## src/inc/dcs_pkg.sv

```systemverilog
/*
  Package for the disc controller status and address block: instruction codes,
  device flag functions, command codes, field positions and timing counts.
  Assumes a single 25 MHz controller clock.
*/
package dcs_pkg;

  // ------------------------------------------------------------
  // instruction selectors on the programmed I/O port
  // ------------------------------------------------------------
  localparam logic [2:0] INSTR_NONE = 3'h0;
  localparam logic [2:0] INSTR_WRITE_A = 3'h1;
  localparam logic [2:0] INSTR_WRITE_B = 3'h2;
  localparam logic [2:0] INSTR_WRITE_C = 3'h3;
  localparam logic [2:0] INSTR_READ_A = 3'h4;
  localparam logic [2:0] INSTR_READ_B = 3'h5;
  localparam logic [2:0] INSTR_READ_C = 3'h6;

  // device flag functions
  localparam logic [1:0] FN_NONE = 2'h0;
  localparam logic [1:0] FN_START = 2'h1;
  localparam logic [1:0] FN_CLEAR = 2'h2;
  localparam logic [1:0] FN_PULSE = 2'h3;

  // command codes held in write_output_a bits 5-8
  localparam logic [3:0] CMD_READ = 4'h0;
  localparam logic [3:0] CMD_SEEK = 4'h2;
  localparam logic [3:0] CMD_ALT1 = 4'h9;
  localparam logic [3:0] CMD_ALT2 = 4'ha;

  // normal and alternate instruction modes
  localparam logic [1:0] MODE_NORMAL = 2'h0;
  localparam logic [1:0] MODE_ALT1 = 2'h1;
  localparam logic [1:0] MODE_ALT2 = 2'h2;

  // ------------------------------------------------------------
  // field positions, bit 0 is the word's most significant bit
  // ------------------------------------------------------------
  localparam int WORD_W = 16;
  localparam int BIT0 = 15;
  localparam int CMD_MSB = 10;
  localparam int CMD_LSB = 7;
  localparam int DRV_MSB = 6;
  localparam int DRV_LSB = 5;
  localparam int F5_MSB = 4;
  localparam int F6_MSB = 14;
  localparam int F6_LSB = 10;
  localparam int F11_MSB = 9;
  localparam int F11_LSB = 5;
  localparam int ADDR_MSB = 14;
  localparam int NDRV = 4;
  localparam int TR_FLAGS = 9;
  localparam int DFLT_W = 7;
  localparam int FIFO_ERR = 8;
  localparam int TOUT_ERR = 7;

  localparam logic [4:0] SECTOR_LAST = 5'h17;
  localparam logic [4:0] ZERO5 = 5'h00;

  // ------------------------------------------------------------
  // timing
  // ------------------------------------------------------------
  localparam int CLK_HZ = 25000000;
  localparam int RW_TIMEOUT_MS = 1000;
  localparam int RW_TIMEOUT_CYC = (CLK_HZ / 1000) * RW_TIMEOUT_MS;

endpackage : dcs_pkg

```

## src/design/dcs_status_bank.sv

```systemverilog
/*
  Readback and address-load register bank of a four-drive disc controller.
  Assumes the host presents one instruction per cycle on instr_i with data and
  a flag function; the drive adapter and transfer engine report events as
  one-cycle pulses and drive state as levels, all synchronous to clk_i.
*/
`timescale 1ns/10ps

module dcs_status_bank #(
  parameter int TIMEOUT_CYC = dcs_pkg::RW_TIMEOUT_CYC,
  parameter logic BURST_CHAN = 1'b1
) (
  input wire logic clk_i,
  input wire logic rst_n_i,
  input wire logic [2:0] instr_i,
  input wire logic [1:0] func_i,
  input wire logic [dcs_pkg::WORD_W-1:0] wdata_i,
  input wire logic io_reset_instr_i,
  input wire logic cmd_sent_i,
  input wire logic cmd_chan_busy_i,
  input wire logic rw_end_i,
  input wire logic sector_step_i,
  input wire logic word_step_i,
  input wire logic [dcs_pkg::NDRV-1:0] drv_attn_i,
  input wire logic [1:0] rw_drive_i,
  input wire logic [dcs_pkg::NDRV*6-1:0] drv_cond_i,
  input wire logic [dcs_pkg::NDRV*dcs_pkg::DFLT_W-1:0] drv_fault_i,
  input wire logic [6:0] err_evt_i,
  input wire logic fifo_err_i,
  output logic [dcs_pkg::WORD_W-1:0] rdata_o,
  output logic busy_o,
  output logic done_o,
  output logic rw_launch_o,
  output logic pos_launch_o,
  output logic [3:0] cmd_o,
  output logic [1:0] drive_o,
  output logic [1:0] mode_o,
  output logic attn_en_o
);
  import dcs_pkg::*;

  // a count of one would flag a timeout at the edge the launch pulse is seen, and zero would never time out
  if (TIMEOUT_CYC < 2) begin : g_bad_timeout
    $error("timeout count too small");
  end

  // ------------------------------------------------------------
  // state
  // ------------------------------------------------------------
  typedef struct packed {
    logic [WORD_W-1:0] rdata;
    logic busy;
    logic done;
    logic rw_launch;
    logic pos_launch;
    logic [3:0] cmd;
    logic [1:0] drive;
    logic [1:0] mode;
    logic attn_en;
    logic map_en;
    logic [4:0] surface;
    logic [4:0] sector;
    logic [4:0] neg_count;
    logic [14:0] addr;
    logic [4:0] upper_addr;
    logic pending;
    logic [NDRV-1:0] attn;
    logic [TR_FLAGS-1:0] errs;
    logic [31:0] tcount;
  } dcs_state_type;

  dcs_state_type st_r;
  dcs_state_type st_nxt;
  logic [WORD_W-1:0] drv_word;
  logic [WORD_W-1:0] xfer_word;
  logic [DFLT_W-1:0] sel_fault;
  logic [DFLT_W-1:0] rw_fault;
  logic [5:0] sel_cond;
  logic rd_instr;
  logic [NDRV-1:0] attn_rev;
  logic start_fn;
  logic pulse_fn;

  // drive status of the command-selected drive; invalid bit from channel state
  always_comb begin
    sel_cond = drv_cond_i[st_r.drive*6 +: 6];
    sel_fault = drv_fault_i[st_r.drive*DFLT_W +: DFLT_W];
    rw_fault = drv_fault_i[rw_drive_i*DFLT_W +: DFLT_W];
    drv_word = {cmd_chan_busy_i, sel_cond, 1'b0, sel_fault, |sel_fault};
    // drive 0 reports in the leftmost attention bit, so the vector is turned round
    for (int d = 0; d < NDRV; d++) begin
      attn_rev[NDRV-1-d] = st_r.attn[d];
    end
    // error flags, then timeout, then data late, then the summary fault bit
    xfer_word = {st_r.pending, st_r.done, attn_rev, st_r.errs[TOUT_ERR-1:0], st_r.errs[TOUT_ERR],
                 st_r.errs[FIFO_ERR], (|st_r.errs) | (|rw_fault)};
    rd_instr = (instr_i == INSTR_READ_A) || (instr_i == INSTR_READ_B) || (instr_i == INSTR_READ_C);
    // a flag function only counts when it rides on a real instruction
    start_fn = (instr_i != INSTR_NONE) && (func_i == FN_START);
    pulse_fn = (instr_i != INSTR_NONE) && (func_i == FN_PULSE);
  end

  // ------------------------------------------------------------
  // next-state logic
  // ------------------------------------------------------------
  // events are applied after the clears so that a set in the clearing cycle wins; only an io reset overrides them
  always_comb begin
    st_nxt = st_r;
    st_nxt.rw_launch = 1'b0;
    st_nxt.pos_launch = 1'b0;
    // readback selection, reading clears nothing
    case (instr_i)
      INSTR_READ_C: begin
        st_nxt.rdata = {st_r.map_en, st_r.surface, st_r.sector, st_r.neg_count};
      end
      INSTR_READ_A: begin
        if (st_r.mode == MODE_ALT1) begin
          st_nxt.rdata = {st_r.upper_addr[0], st_r.addr};
        end else begin
          st_nxt.rdata = xfer_word;
        end
      end
      INSTR_READ_B: begin
        if (st_r.mode == MODE_ALT1) begin
          st_nxt.rdata = {BURST_CHAN, 10'h000, st_r.upper_addr};
        end else begin
          st_nxt.rdata = drv_word;
        end
      end
      INSTR_WRITE_A: begin
        if (wdata_i[BIT0]) begin
          st_nxt.done = 1'b0;
          st_nxt.errs[TOUT_ERR-1:0] = '0;
          st_nxt.errs[FIFO_ERR] = 1'b0;
        end
        // command bits 1-4 clear drives 0-3, bit 1 sitting just below bit 0
        for (int d = 0; d < NDRV; d++) begin
          if (wdata_i[BIT0-1-d]) begin
            st_nxt.attn[d] = 1'b0;
          end
        end
        st_nxt.cmd = wdata_i[CMD_MSB:CMD_LSB];
        st_nxt.drive = wdata_i[DRV_MSB:DRV_LSB];
        st_nxt.upper_addr = {wdata_i[F5_MSB:1], st_r.upper_addr[0]};
        if (wdata_i[CMD_MSB:CMD_LSB] == CMD_ALT1) begin
          st_nxt.mode = MODE_ALT1;
        end else if (wdata_i[CMD_MSB:CMD_LSB] == CMD_ALT2) begin
          st_nxt.mode = MODE_ALT2;
        end else begin
          st_nxt.mode = MODE_NORMAL;
        end
      end
      INSTR_WRITE_B: begin
        st_nxt.upper_addr[0] = wdata_i[BIT0];
        st_nxt.addr = wdata_i[ADDR_MSB:0];
      end
      INSTR_WRITE_C: begin
        if (st_r.cmd != CMD_SEEK) begin
          st_nxt.map_en = wdata_i[BIT0];
          st_nxt.surface = wdata_i[F6_MSB:F6_LSB];
          st_nxt.sector = wdata_i[F11_MSB:F11_LSB];
          st_nxt.neg_count = wdata_i[F5_MSB:0];
        end
      end
      default: begin
      end
    endcase
    // flag function after the data transfer
    if (instr_i != INSTR_NONE) begin
      case (func_i)
        FN_START: begin
          st_nxt.busy = 1'b1;
          st_nxt.done = 1'b0;
          st_nxt.errs = '0;
          st_nxt.attn_en = 1'b0;
          st_nxt.tcount = TIMEOUT_CYC;
          st_nxt.rw_launch = 1'b1;
        end
        FN_CLEAR: begin
          st_nxt.busy = 1'b0;
          st_nxt.done = 1'b0;
          st_nxt.errs = '0;
          st_nxt.attn = '0;
          st_nxt.attn_en = 1'b1;
          st_nxt.tcount = '0;
        end
        FN_PULSE: begin
          st_nxt.pending = 1'b1;
          st_nxt.pos_launch = 1'b1;
        end
        default: begin
        end
      endcase
    end
    // sector and count advance mid-sector; surface steps after the last sector
    if (sector_step_i) begin
      st_nxt.sector = (st_r.sector == SECTOR_LAST) ? ZERO5 : st_r.sector + 5'h01;
      st_nxt.neg_count = st_r.neg_count + 5'h01;
      if (st_r.sector == SECTOR_LAST) begin
        st_nxt.surface = st_r.surface + 5'h01;
      end
    end
    if (word_step_i) begin
      {st_nxt.upper_addr[0], st_nxt.addr} = {st_r.upper_addr[0], st_r.addr} + 16'h0001;
    end
    // timeout counts down while the count is nonzero, except in a start cycle; a clear function does not stop it
    if (st_r.tcount != 0 && !start_fn) begin
      st_nxt.tcount = st_r.tcount - 32'h1;
      if (st_r.tcount == 32'h1) begin
        st_nxt.errs[TOUT_ERR] = 1'b1;
      end
    end
    // a command stored in this very cycle still waits for its own delivery
    if (cmd_sent_i && !pulse_fn) begin
      st_nxt.pending = 1'b0;
    end
    if (rw_end_i) begin
      st_nxt.done = 1'b1;
      st_nxt.busy = 1'b0;
      st_nxt.tcount = '0;
      st_nxt.attn_en = 1'b1;
    end
    st_nxt.attn = st_nxt.attn | drv_attn_i;
    st_nxt.errs[TOUT_ERR-1:0] = st_nxt.errs[TOUT_ERR-1:0] | err_evt_i;
    st_nxt.errs[FIFO_ERR] = st_nxt.errs[FIFO_ERR] | fifo_err_i;
    // address, map and count survive so software can see where a transfer stopped
    if (io_reset_instr_i) begin
      st_nxt = '0;
      st_nxt.attn_en = 1'b1;
      st_nxt.cmd = CMD_READ;
      st_nxt.pending = 1'b1;
      st_nxt.map_en = st_r.map_en;
      st_nxt.neg_count = st_r.neg_count;
      st_nxt.addr = st_r.addr;
      st_nxt.upper_addr = st_r.upper_addr;
    end
  end

  // ------------------------------------------------------------
  // registers
  // ------------------------------------------------------------
  always_ff @(posedge clk_i or negedge rst_n_i) begin
    if (!rst_n_i) begin
      st_r <= '0;
    end else begin
      st_r <= st_nxt;
    end
  end

  assign rdata_o = st_r.rdata;
  assign busy_o = st_r.busy;
  assign done_o = st_r.done;
  assign rw_launch_o = st_r.rw_launch;
  assign pos_launch_o = st_r.pos_launch;
  assign cmd_o = st_r.cmd;
  assign drive_o = st_r.drive;
  assign mode_o = st_r.mode;
  assign attn_en_o = st_r.attn_en;

  // ------------------------------------------------------------
  // checks
  // ------------------------------------------------------------
  pos_read_a: assert property (@(posedge clk_i) disable iff (!rst_n_i)
    instr_i == INSTR_READ_C && !io_reset_instr_i |=> rdata_o == {$past(st_r.map_en), $past(st_r.surface),
      $past(st_r.sector), $past(st_r.neg_count)}) else $error("position readback wrong");
  start_flags_a: assert property (@(posedge clk_i) disable iff (!rst_n_i)
    instr_i != INSTR_NONE && func_i == FN_START && !rw_end_i && !io_reset_instr_i
      |=> busy_o && !done_o && rw_launch_o && !attn_en_o ##1 !rw_launch_o) else $error("start function wrong");
  clear_flags_a: assert property (@(posedge clk_i) disable iff (!rst_n_i)
    instr_i != INSTR_NONE && func_i == FN_CLEAR && !rw_end_i |=> !busy_o && !done_o) else $error("clear failed");
  addr_load_a: assert property (@(posedge clk_i) disable iff (!rst_n_i)
    instr_i == INSTR_WRITE_B && !word_step_i && !io_reset_instr_i
      |=> {st_r.upper_addr[0], st_r.addr} == $past(wdata_i)) else $error("address load wrong");
  alt_b_read_a: assert property (@(posedge clk_i) disable iff (!rst_n_i)
    instr_i == INSTR_READ_B && st_r.mode == MODE_ALT1 |=> rdata_o[14:5] == 10'h000) else $error("reserved not zero");
  drv_bit7_a: assert property (@(posedge clk_i) disable iff (!rst_n_i)
    instr_i == INSTR_READ_B && st_r.mode == MODE_NORMAL |=> rdata_o[8] == 1'b0 &&
      rdata_o[0] == |rdata_o[7:1]) else $error("drive status word wrong");
  done_set_a: assert property (@(posedge clk_i) disable iff (!rst_n_i)
    rw_end_i && !io_reset_instr_i |=> done_o && !busy_o) else $error("done not set");
  attn_hold_a: assert property (@(posedge clk_i) disable iff (!rst_n_i)
    drv_attn_i[0] && !io_reset_instr_i |=> st_r.attn[0] ##1 (st_r.attn[0] || $past(instr_i) == INSTR_WRITE_A ||
      $past(func_i) == FN_CLEAR || $past(io_reset_instr_i))) else $error("attention lost");
  pend_clr_a: assert property (@(posedge clk_i) disable iff (!rst_n_i)
    cmd_sent_i && !io_reset_instr_i && !(instr_i != INSTR_NONE && func_i == FN_PULSE) |=> !st_r.pending)
    else $error("pending not cleared");
  // read data stands until the next read instruction replaces it or an io reset clears it
  rdata_hold_a: assert property (@(posedge clk_i) disable iff (!rst_n_i)
    !rd_instr && !io_reset_instr_i |=> $stable(rdata_o)) else $error("read data moved without a read");
  // sector wraps after the last one; the negated count climbs towards zero
  sect_step_a: assert property (@(posedge clk_i) disable iff (!rst_n_i)
    sector_step_i && !io_reset_instr_i |=> st_r.sector == (($past(st_r.sector) == SECTOR_LAST) ? ZERO5 :
      $past(st_r.sector) + 5'h01)) else $error("sector did not advance");
  count_step_a: assert property (@(posedge clk_i) disable iff (!rst_n_i)
    sector_step_i && !io_reset_instr_i |=> st_r.neg_count == $past(st_r.neg_count) + 5'h01)
    else $error("sector count did not advance");
  alt_a_read_a: assert property (@(posedge clk_i) disable iff (!rst_n_i)
    instr_i == INSTR_READ_A && st_r.mode == MODE_ALT1 && !io_reset_instr_i
      |=> rdata_o[BIT0] == $past(st_r.upper_addr[0]) && rdata_o[ADDR_MSB:0] == $past(st_r.addr))
    else $error("address readback wrong");
  // stored drive commands and the io reset default
  pulse_pend_a: assert property (@(posedge clk_i) disable iff (!rst_n_i)
    pulse_fn && !io_reset_instr_i |=> st_r.pending && pos_launch_o) else $error("pulse did not store command");
  io_clear_a: assert property (@(posedge clk_i) disable iff (!rst_n_i)
    io_reset_instr_i |=> st_r.pending && !busy_o && !done_o && mode_o == MODE_NORMAL && attn_en_o)
    else $error("io reset state wrong");
  // event flags must land in their own place of the transfer word
  attn_set_a: assert property (@(posedge clk_i) disable iff (!rst_n_i)
    drv_attn_i[0] && !io_reset_instr_i |=> xfer_word[WORD_W-3]) else $error("drive 0 attention not shown");
  tout_set_a: assert property (@(posedge clk_i) disable iff (!rst_n_i)
    st_r.tcount == 32'h1 && !start_fn && !io_reset_instr_i |=> xfer_word[2] && xfer_word[0])
    else $error("timeout not flagged");
  fifo_set_a: assert property (@(posedge clk_i) disable iff (!rst_n_i)
    fifo_err_i && !io_reset_instr_i |=> xfer_word[1] && xfer_word[0]) else $error("data late not flagged");
  mode_set_a: assert property (@(posedge clk_i) disable iff (!rst_n_i)
    instr_i == INSTR_WRITE_A && wdata_i[CMD_MSB:CMD_LSB] == CMD_ALT1 && !io_reset_instr_i
      |=> mode_o == MODE_ALT1) else $error("alternate mode 1 not entered");
  // command load clears, an event in the same cycle still wins
  done_clr_a: assert property (@(posedge clk_i) disable iff (!rst_n_i)
    instr_i == INSTR_WRITE_A && wdata_i[BIT0] && !rw_end_i |=> !done_o) else $error("done not cleared");
  attn_clr_a: assert property (@(posedge clk_i) disable iff (!rst_n_i)
    instr_i == INSTR_WRITE_A && wdata_i[BIT0-1] && !drv_attn_i[0] |=> !st_r.attn[0])
    else $error("drive 0 attention not cleared");

endmodule : dcs_status_bank

```

## config.mk

```make
export PLATFORM = sky130hd
export DESIGN_NAME = dcs_status_bank
export DESIGN_NICKNAME = d
export VERILOG_FILES = /design/src/inc/dcs_pkg.sv /design/src/design/dcs_status_bank.sv
export SDC_FILE = /design/constraint.sdc
export NUM_CORES = 1
export LEC_CHECK = 0
export ABC_AREA = 1
export BUFFER_PORTS_ARGS = -buffer_cell sky130_fd_sc_hd__buf_4
export CAP_MARGIN = 20
export CORE_AREA = 2 2 135 137
export DETAILED_ROUTE_END_ITERATION = 10
export DIE_AREA = 0 0 137 139
export PLACE_DENSITY_LB_ADDON = 0.08
export SETUP_SLACK_MARGIN = 0.05
export SYNTH_ARGS = -nofsm -noshare
export SYNTH_HDL_FRONTEND = slang
export SYNTH_SLANG_ARGS = --single-unit
```

## constraint.sdc

```tcl
create_clock -name clk_i -period 2.6 [get_ports clk_i]
set_input_delay 0.13 -clock clk_i [delete_from_list [all_inputs] [get_ports clk_i]]
set_output_delay 0.13 -clock clk_i [all_outputs]
set_load 0.005 [all_outputs]
```

# Yosys cells after proc, flatten, opt, wreduce, memory -nomap -nowiden
# Cells that the tools add are included.
# op_classes
n_addsub	5
mul	3
n_eq_ne	15
n_shift	3
n_mux	44
bitwise_logic	5
n_reduce_logical	32
# op_table
operator	n
$mux 111	1
$pmux 41 s2	1
$mux 16	4
$mux 32	2
$shiftx 28x6->7	2
$pmux 16 s3	1
$mux 46	1
$mux 15	3
$eq 32x1->1 const B	1
$reduce_bool 32->1	1
$sub 32x1->32 const B	1
$shiftx 24x6->6	1
$reduce_bool 3->1	6
$mux 1	17
$add 16x1->16 const B	1
$add 5x1->5 const B	3
$mux 5	3
$mux 7	2
$reduce_or 7->1	2
$mux 4	3
$reduce_and 2->1	6
$reduce_bool 4->1	3
$mul 2x3->5 const B	2
$eq 3x3->1 const B	3
other kinds (22)	37
# word_totals
register_bits	111

# Longest topological paths before layout
# logic_depth
depth_word	7
depth_mapped	13

# Worst setup path after synthesis
# OpenSTA, ideal clock, no wires.
# synth_timing
path_type	flip-flop to flip-flop
from	reg st_r[0] (netlist name)
to	reg st_r[16] (netlist name)
setup_time_ps	128
t_arrival_ps	1720
t_required_ps	2472
slack_ps	752
stages_incl_launch_ff	13
n_path_buf	1
synth_period_minus_slack_ps	1848
cell_sequence	dfrtp_1 -> inv_1 -> ha_1 -> nand2_4 -> nor2_4 -> nand2_4 -> nor2_8 -> nor2_8 -> nand2_8 -> nand2_4 -> nand2_4 -> buf_12 -> nor2_4
# synth_via
elab_chain_len	5
elab_cells_between_ends	9
classes_between	add/sub: 1; mux: 3; reduce/logical: 5
# synth_lines
item	line_no	text
start: declaration	dcs_status_bank.sv:72	dcs_state_type st_r;
start signal: assignment	dcs_status_bank.sv:246	st_r <= st_nxt;
parallel branches: the longest is 5 deep, another holds $sub 32x1->32	-	
# Several ways; the timed one is not identified.
# A chain may end at the register's enable or synchronous reset.

# Worst setup path in the final report
# layout_timing
from	reg st_r[0] (netlist name)
to	reg st_r[22] (netlist name)
# Same word-level chain as after synthesis.

==> impl_metrics.json <==
{
  "wl_met3_um": 1560,
  "core_mm2": 0.0177,
  "skew_ns": 0.00666,
  "grt_use_total_pct": 24.6,
  "post_cts_resized": 0,
  "netlist_instances": 1027,
  "wl_met2_um": 9660,
  "cp-start-kind": "register",
  "synth.ff_latch_count": 111,
  "setup_viol_count_final": 0,
  "synth_fp_nets": 1132,
  "cts_root_buffer": "clkbuf_16",
  "drtAntennaViolNets": 0,
  "place_congestion": 0.930,
  "place_inst": 1332,
  "holdPathStages": 3,
  "final.fill_count": 1811,
  "endpoint_kind": "register",
  "synth_area_mm2": 0.00738,
  "async_flop_share_pct": 100,
  "postCtsSetupBuffers": 0,
  "cts_buffers": 9,
  "dieArea_mm2": 0.0190,
  "top_layer": "met4",
  "final_core_util_pct": 49.7,
  "slew_headroom_pct": 61.6,
  "p_leak_nw": 4.47,
  "p_per_area_mw_per_mm2": 883,
  "htreeDepth": 3,
  "std_cell_rows": 49,
  "cts_tree": "yes",
  "die_h_um": 139,
  "dpl.hpwl_um": 17800,
  "critical_path_class": "reg2reg",
  "fin_cells": 1362,
  "die_w_um": 137,
  "num_antenna_cells": 0,
  "drc_errors": 0,
  "grt-ovfl-total": 0,
  "multi_input_area_mm2": 0.00382,
  "dr.pass1.iters": 5,
  "worstSkewPairLatency_ns": 0.36,
  "hold_buffers": 14,
  "path_clk_slew_ns": 0.08,
  "finalCritPeriodShare_pct": 83.0,
  "finalInstanceArea_mm2": 0.00878,
  "grt_max_degree": 39,
  "place_area_mm2": 0.00833,
  "tns_ns": 0,
  "cts.sinks": 111,
  "grt_pass1_vias": 6599,
  "layout-drive-gt1-share_pct": 17.3,
  "area_delta_synth_final_pct": 19.0,
  "seq_area_mm2": 0.00278,
  "r2r_cells": 11,
  "fmax_mhz": 464,
  "synth_ff_type": "dfrtp_1",
  "crit_fanout": 18,
  "wirelength_um": 23100,
  "post_drt_wl_per_cell_um": 17.0,
  "yosys_warnings": 0,
  "status": "finished, final reports clean",
  "io_buffers": 123,
  "initial_core_util_pct": 41.8,
  "final_nets": 1233,
  "irDropWorstVdd_mv": 0.653,
  "dr_total_vias": 6999,
  "synth_edf_count": 0,
  "drtIter0Drc": 630,
  "via_per_inst": 5.14,
  "whs_ns": 0.00920,
  "wl_met1_um": 11700,
  "rsz0062_at_grt": "no",
  "max_cap_viol_count": 0,
  "grt_pass1_wl_um": 36300,
  "clockBufferDepth": 2,
  "fin_crit_ns": 2.16,
  "required_ns": 2.84,
  "worst_ep_arrival_time_ns": 2.40,
  "hp-class": "in2reg",
  "pin_count": 124,
  "worst_pin_slew_ns": 0.576,
  "avgSynthCellArea_um2": 7.19,
  "maxSlewViolCount": 0,
  "synth-seq-area-share_pct": 37.6,
  "hold_viol": 0,
  "ys_types": 46,
  "antenna_found_initial": 0
}
cells in the mapped netlist (2+ instances only):
cell | instances | area share (%)
nand2_1 | 227 | 12
nor2_1 | 147 | 7.5
dfrtp_1 | 111 | 38
inv_1 | 107 | 5.4
o21ai_0 | 84 | 5.7
nand3_1 | 72 | 4.9
a21oi_1 | 40 | 2.7
buf_4 | 27 | 2.7
xor2_1 | 23 | 2.7
o211ai_1 | 19 | 1.9
nor2_4 | 18 | 2.7
clkbuf_1 | 15 | 0.76
o22ai_1 | 14 | 1.2
nand4_1 | 13 | 1.1
nor3_1 | 13 | 0.88
a31oi_1 | 10 | 0.85
buf_2 | 10 | 0.68
ha_1 | 10 | 1.7
inv_2 | 6 | 0.31
nand2_2 | 6 | 0.51
xnor2_1 | 6 | 0.71
nor2_2 | 5 | 0.42
nor4_1 | 5 | 0.42
nand2_4 | 4 | 0.61
o31ai_1 | 4 | 0.41
buf_1 | 3 | 0.15
o21ai_1 | 3 | 0.20
clkinv_1 | 2 | 0.10
nor2_8 | 2 | 0.54
o21bai_1 | 2 | 0.20
o221ai_1 | 2 | 0.24
o41ai_1 | 2 | 0.24
or2_2 | 2 | 0.17
cell type report:
type | instances | area share [%]
Clock buffer | 9 | 2.57
Clock inverter | 7 | 0.998
Inverter | 115 | 4.92
Multi-Input combinational cell | 744 | 43.5
Sequential cell | 111 | 31.6
Tap cell | 229 | 3.26
Timing Repair Buffer | 147 | 13.1
worst max-delay path: stages (launching register included):
cell and delay (ns):
dfrtp_1 0.43, inv_1 0.18, ha_1 0.30, nand2_4 0.10, nor2_4 0.18, nand2_4 0.10
nor2_8 0.15, nor2_8 0.09, nand2_8 0.09, nand2_4 0.05, nand2_4 0.27, nor2_1 0.07
cells by family (layout without fill, tap and decap cells):
family	count (synthesis)	in the layout	synth area share (%)
xor+xnor	29	29	3.44
flops	111	111	37.6
fa+ha+maj	10	10	1.70
compound gates	186	186	14.5
buf+inv	172	278	10.6
simple gates	519	519	32.2
sequential cells by signal, indices dropped and copies added (netlist names):
signal	flops
attn_en_o	1
rdata_o	16
drive_o	2
pos_launch_o	1
rw_launch_o	1
busy_o	1
done_o	1
attn_rev	4
cmd_o	4
mode_o	2
st_r	78
path summary, 6_finish.rpt:
check	from	end	slack (ns)
max in group asynchronous	rst_n_i	st_r[24]	1.66
worst max register to register	st_r[0]	st_r[22]	0.44
worst min-delay path	drv_attn_i[0]	attn_rev[3]	0.009
worst min register to register	st_r[46]	st_r[46]	0.49
min in group asynchronous	rst_n_i	cmd_o[0]	0.26
worst max-delay path	st_r[0]	st_r[22]	0.44
routing by layer:
layer	GRT usage [%]	vias up
met5	0	-
met4	5.37	0
met3	3.14	11
met2	35.2	248
met1	39.1	3210
li1	-	3530
report_power, final:
group	switching, mW	internal, mW	total, mW	leakage, nW
registers	0.304	2.01	2.32	1.46
clock network	0.735	0.776	1.51	0.155
logic	2.57	1.36	3.93	2.85
total	3.61	4.15	7.76	4.47
stage by stage:
step           setup WS, ns  power, mW
2_1_floorplan         0.752       5.30
3_3_place_gp          0.511       6.24
3_5_place_dp          0.462       6.21
4_1_cts               0.440       7.76
5_1_grt               0.284       8.39
6_report              0.443       7.76
layout by cell type (no fill, tap or decap), types with 2 or more instances in the layout:
master | synthesis | layout
xor2_1 | 23 | 23
a31oi_1 | 10 | 10
dlygate4sd3_1 | 0 | 14
nor2_4 | 18 | 18
clkbuf_16 | 0 | 9
xnor2_1 | 6 | 6
nor2_2 | 5 | 5
a21oi_1 | 40 | 40
or2_2 | 2 | 2
nor3_1 | 13 | 13
nand2_1 | 227 | 227
o21ai_1 | 3 | 3
o31ai_1 | 4 | 4
nand4_1 | 13 | 13
dfrtp_1 | 111 | 111
inv_1 | 107 | 107
buf_4 | 27 | 132
o41ai_1 | 2 | 2
o22ai_1 | 14 | 14
o21ai_0 | 84 | 84
inv_2 | 6 | 6
nand2_2 | 6 | 6
o21bai_1 | 2 | 2
nand2_4 | 4 | 4
ha_1 | 10 | 10
o221ai_1 | 2 | 2
inv_6 | 0 | 3
clkinv_1 | 2 | 2
nor2_8 | 2 | 2
o211ai_1 | 19 | 19
inv_8 | 0 | 2
nor4_1 | 5 | 5
nor2_1 | 147 | 147
nand3_1 | 72 | 72
Power figures use the tool's default switching activity.
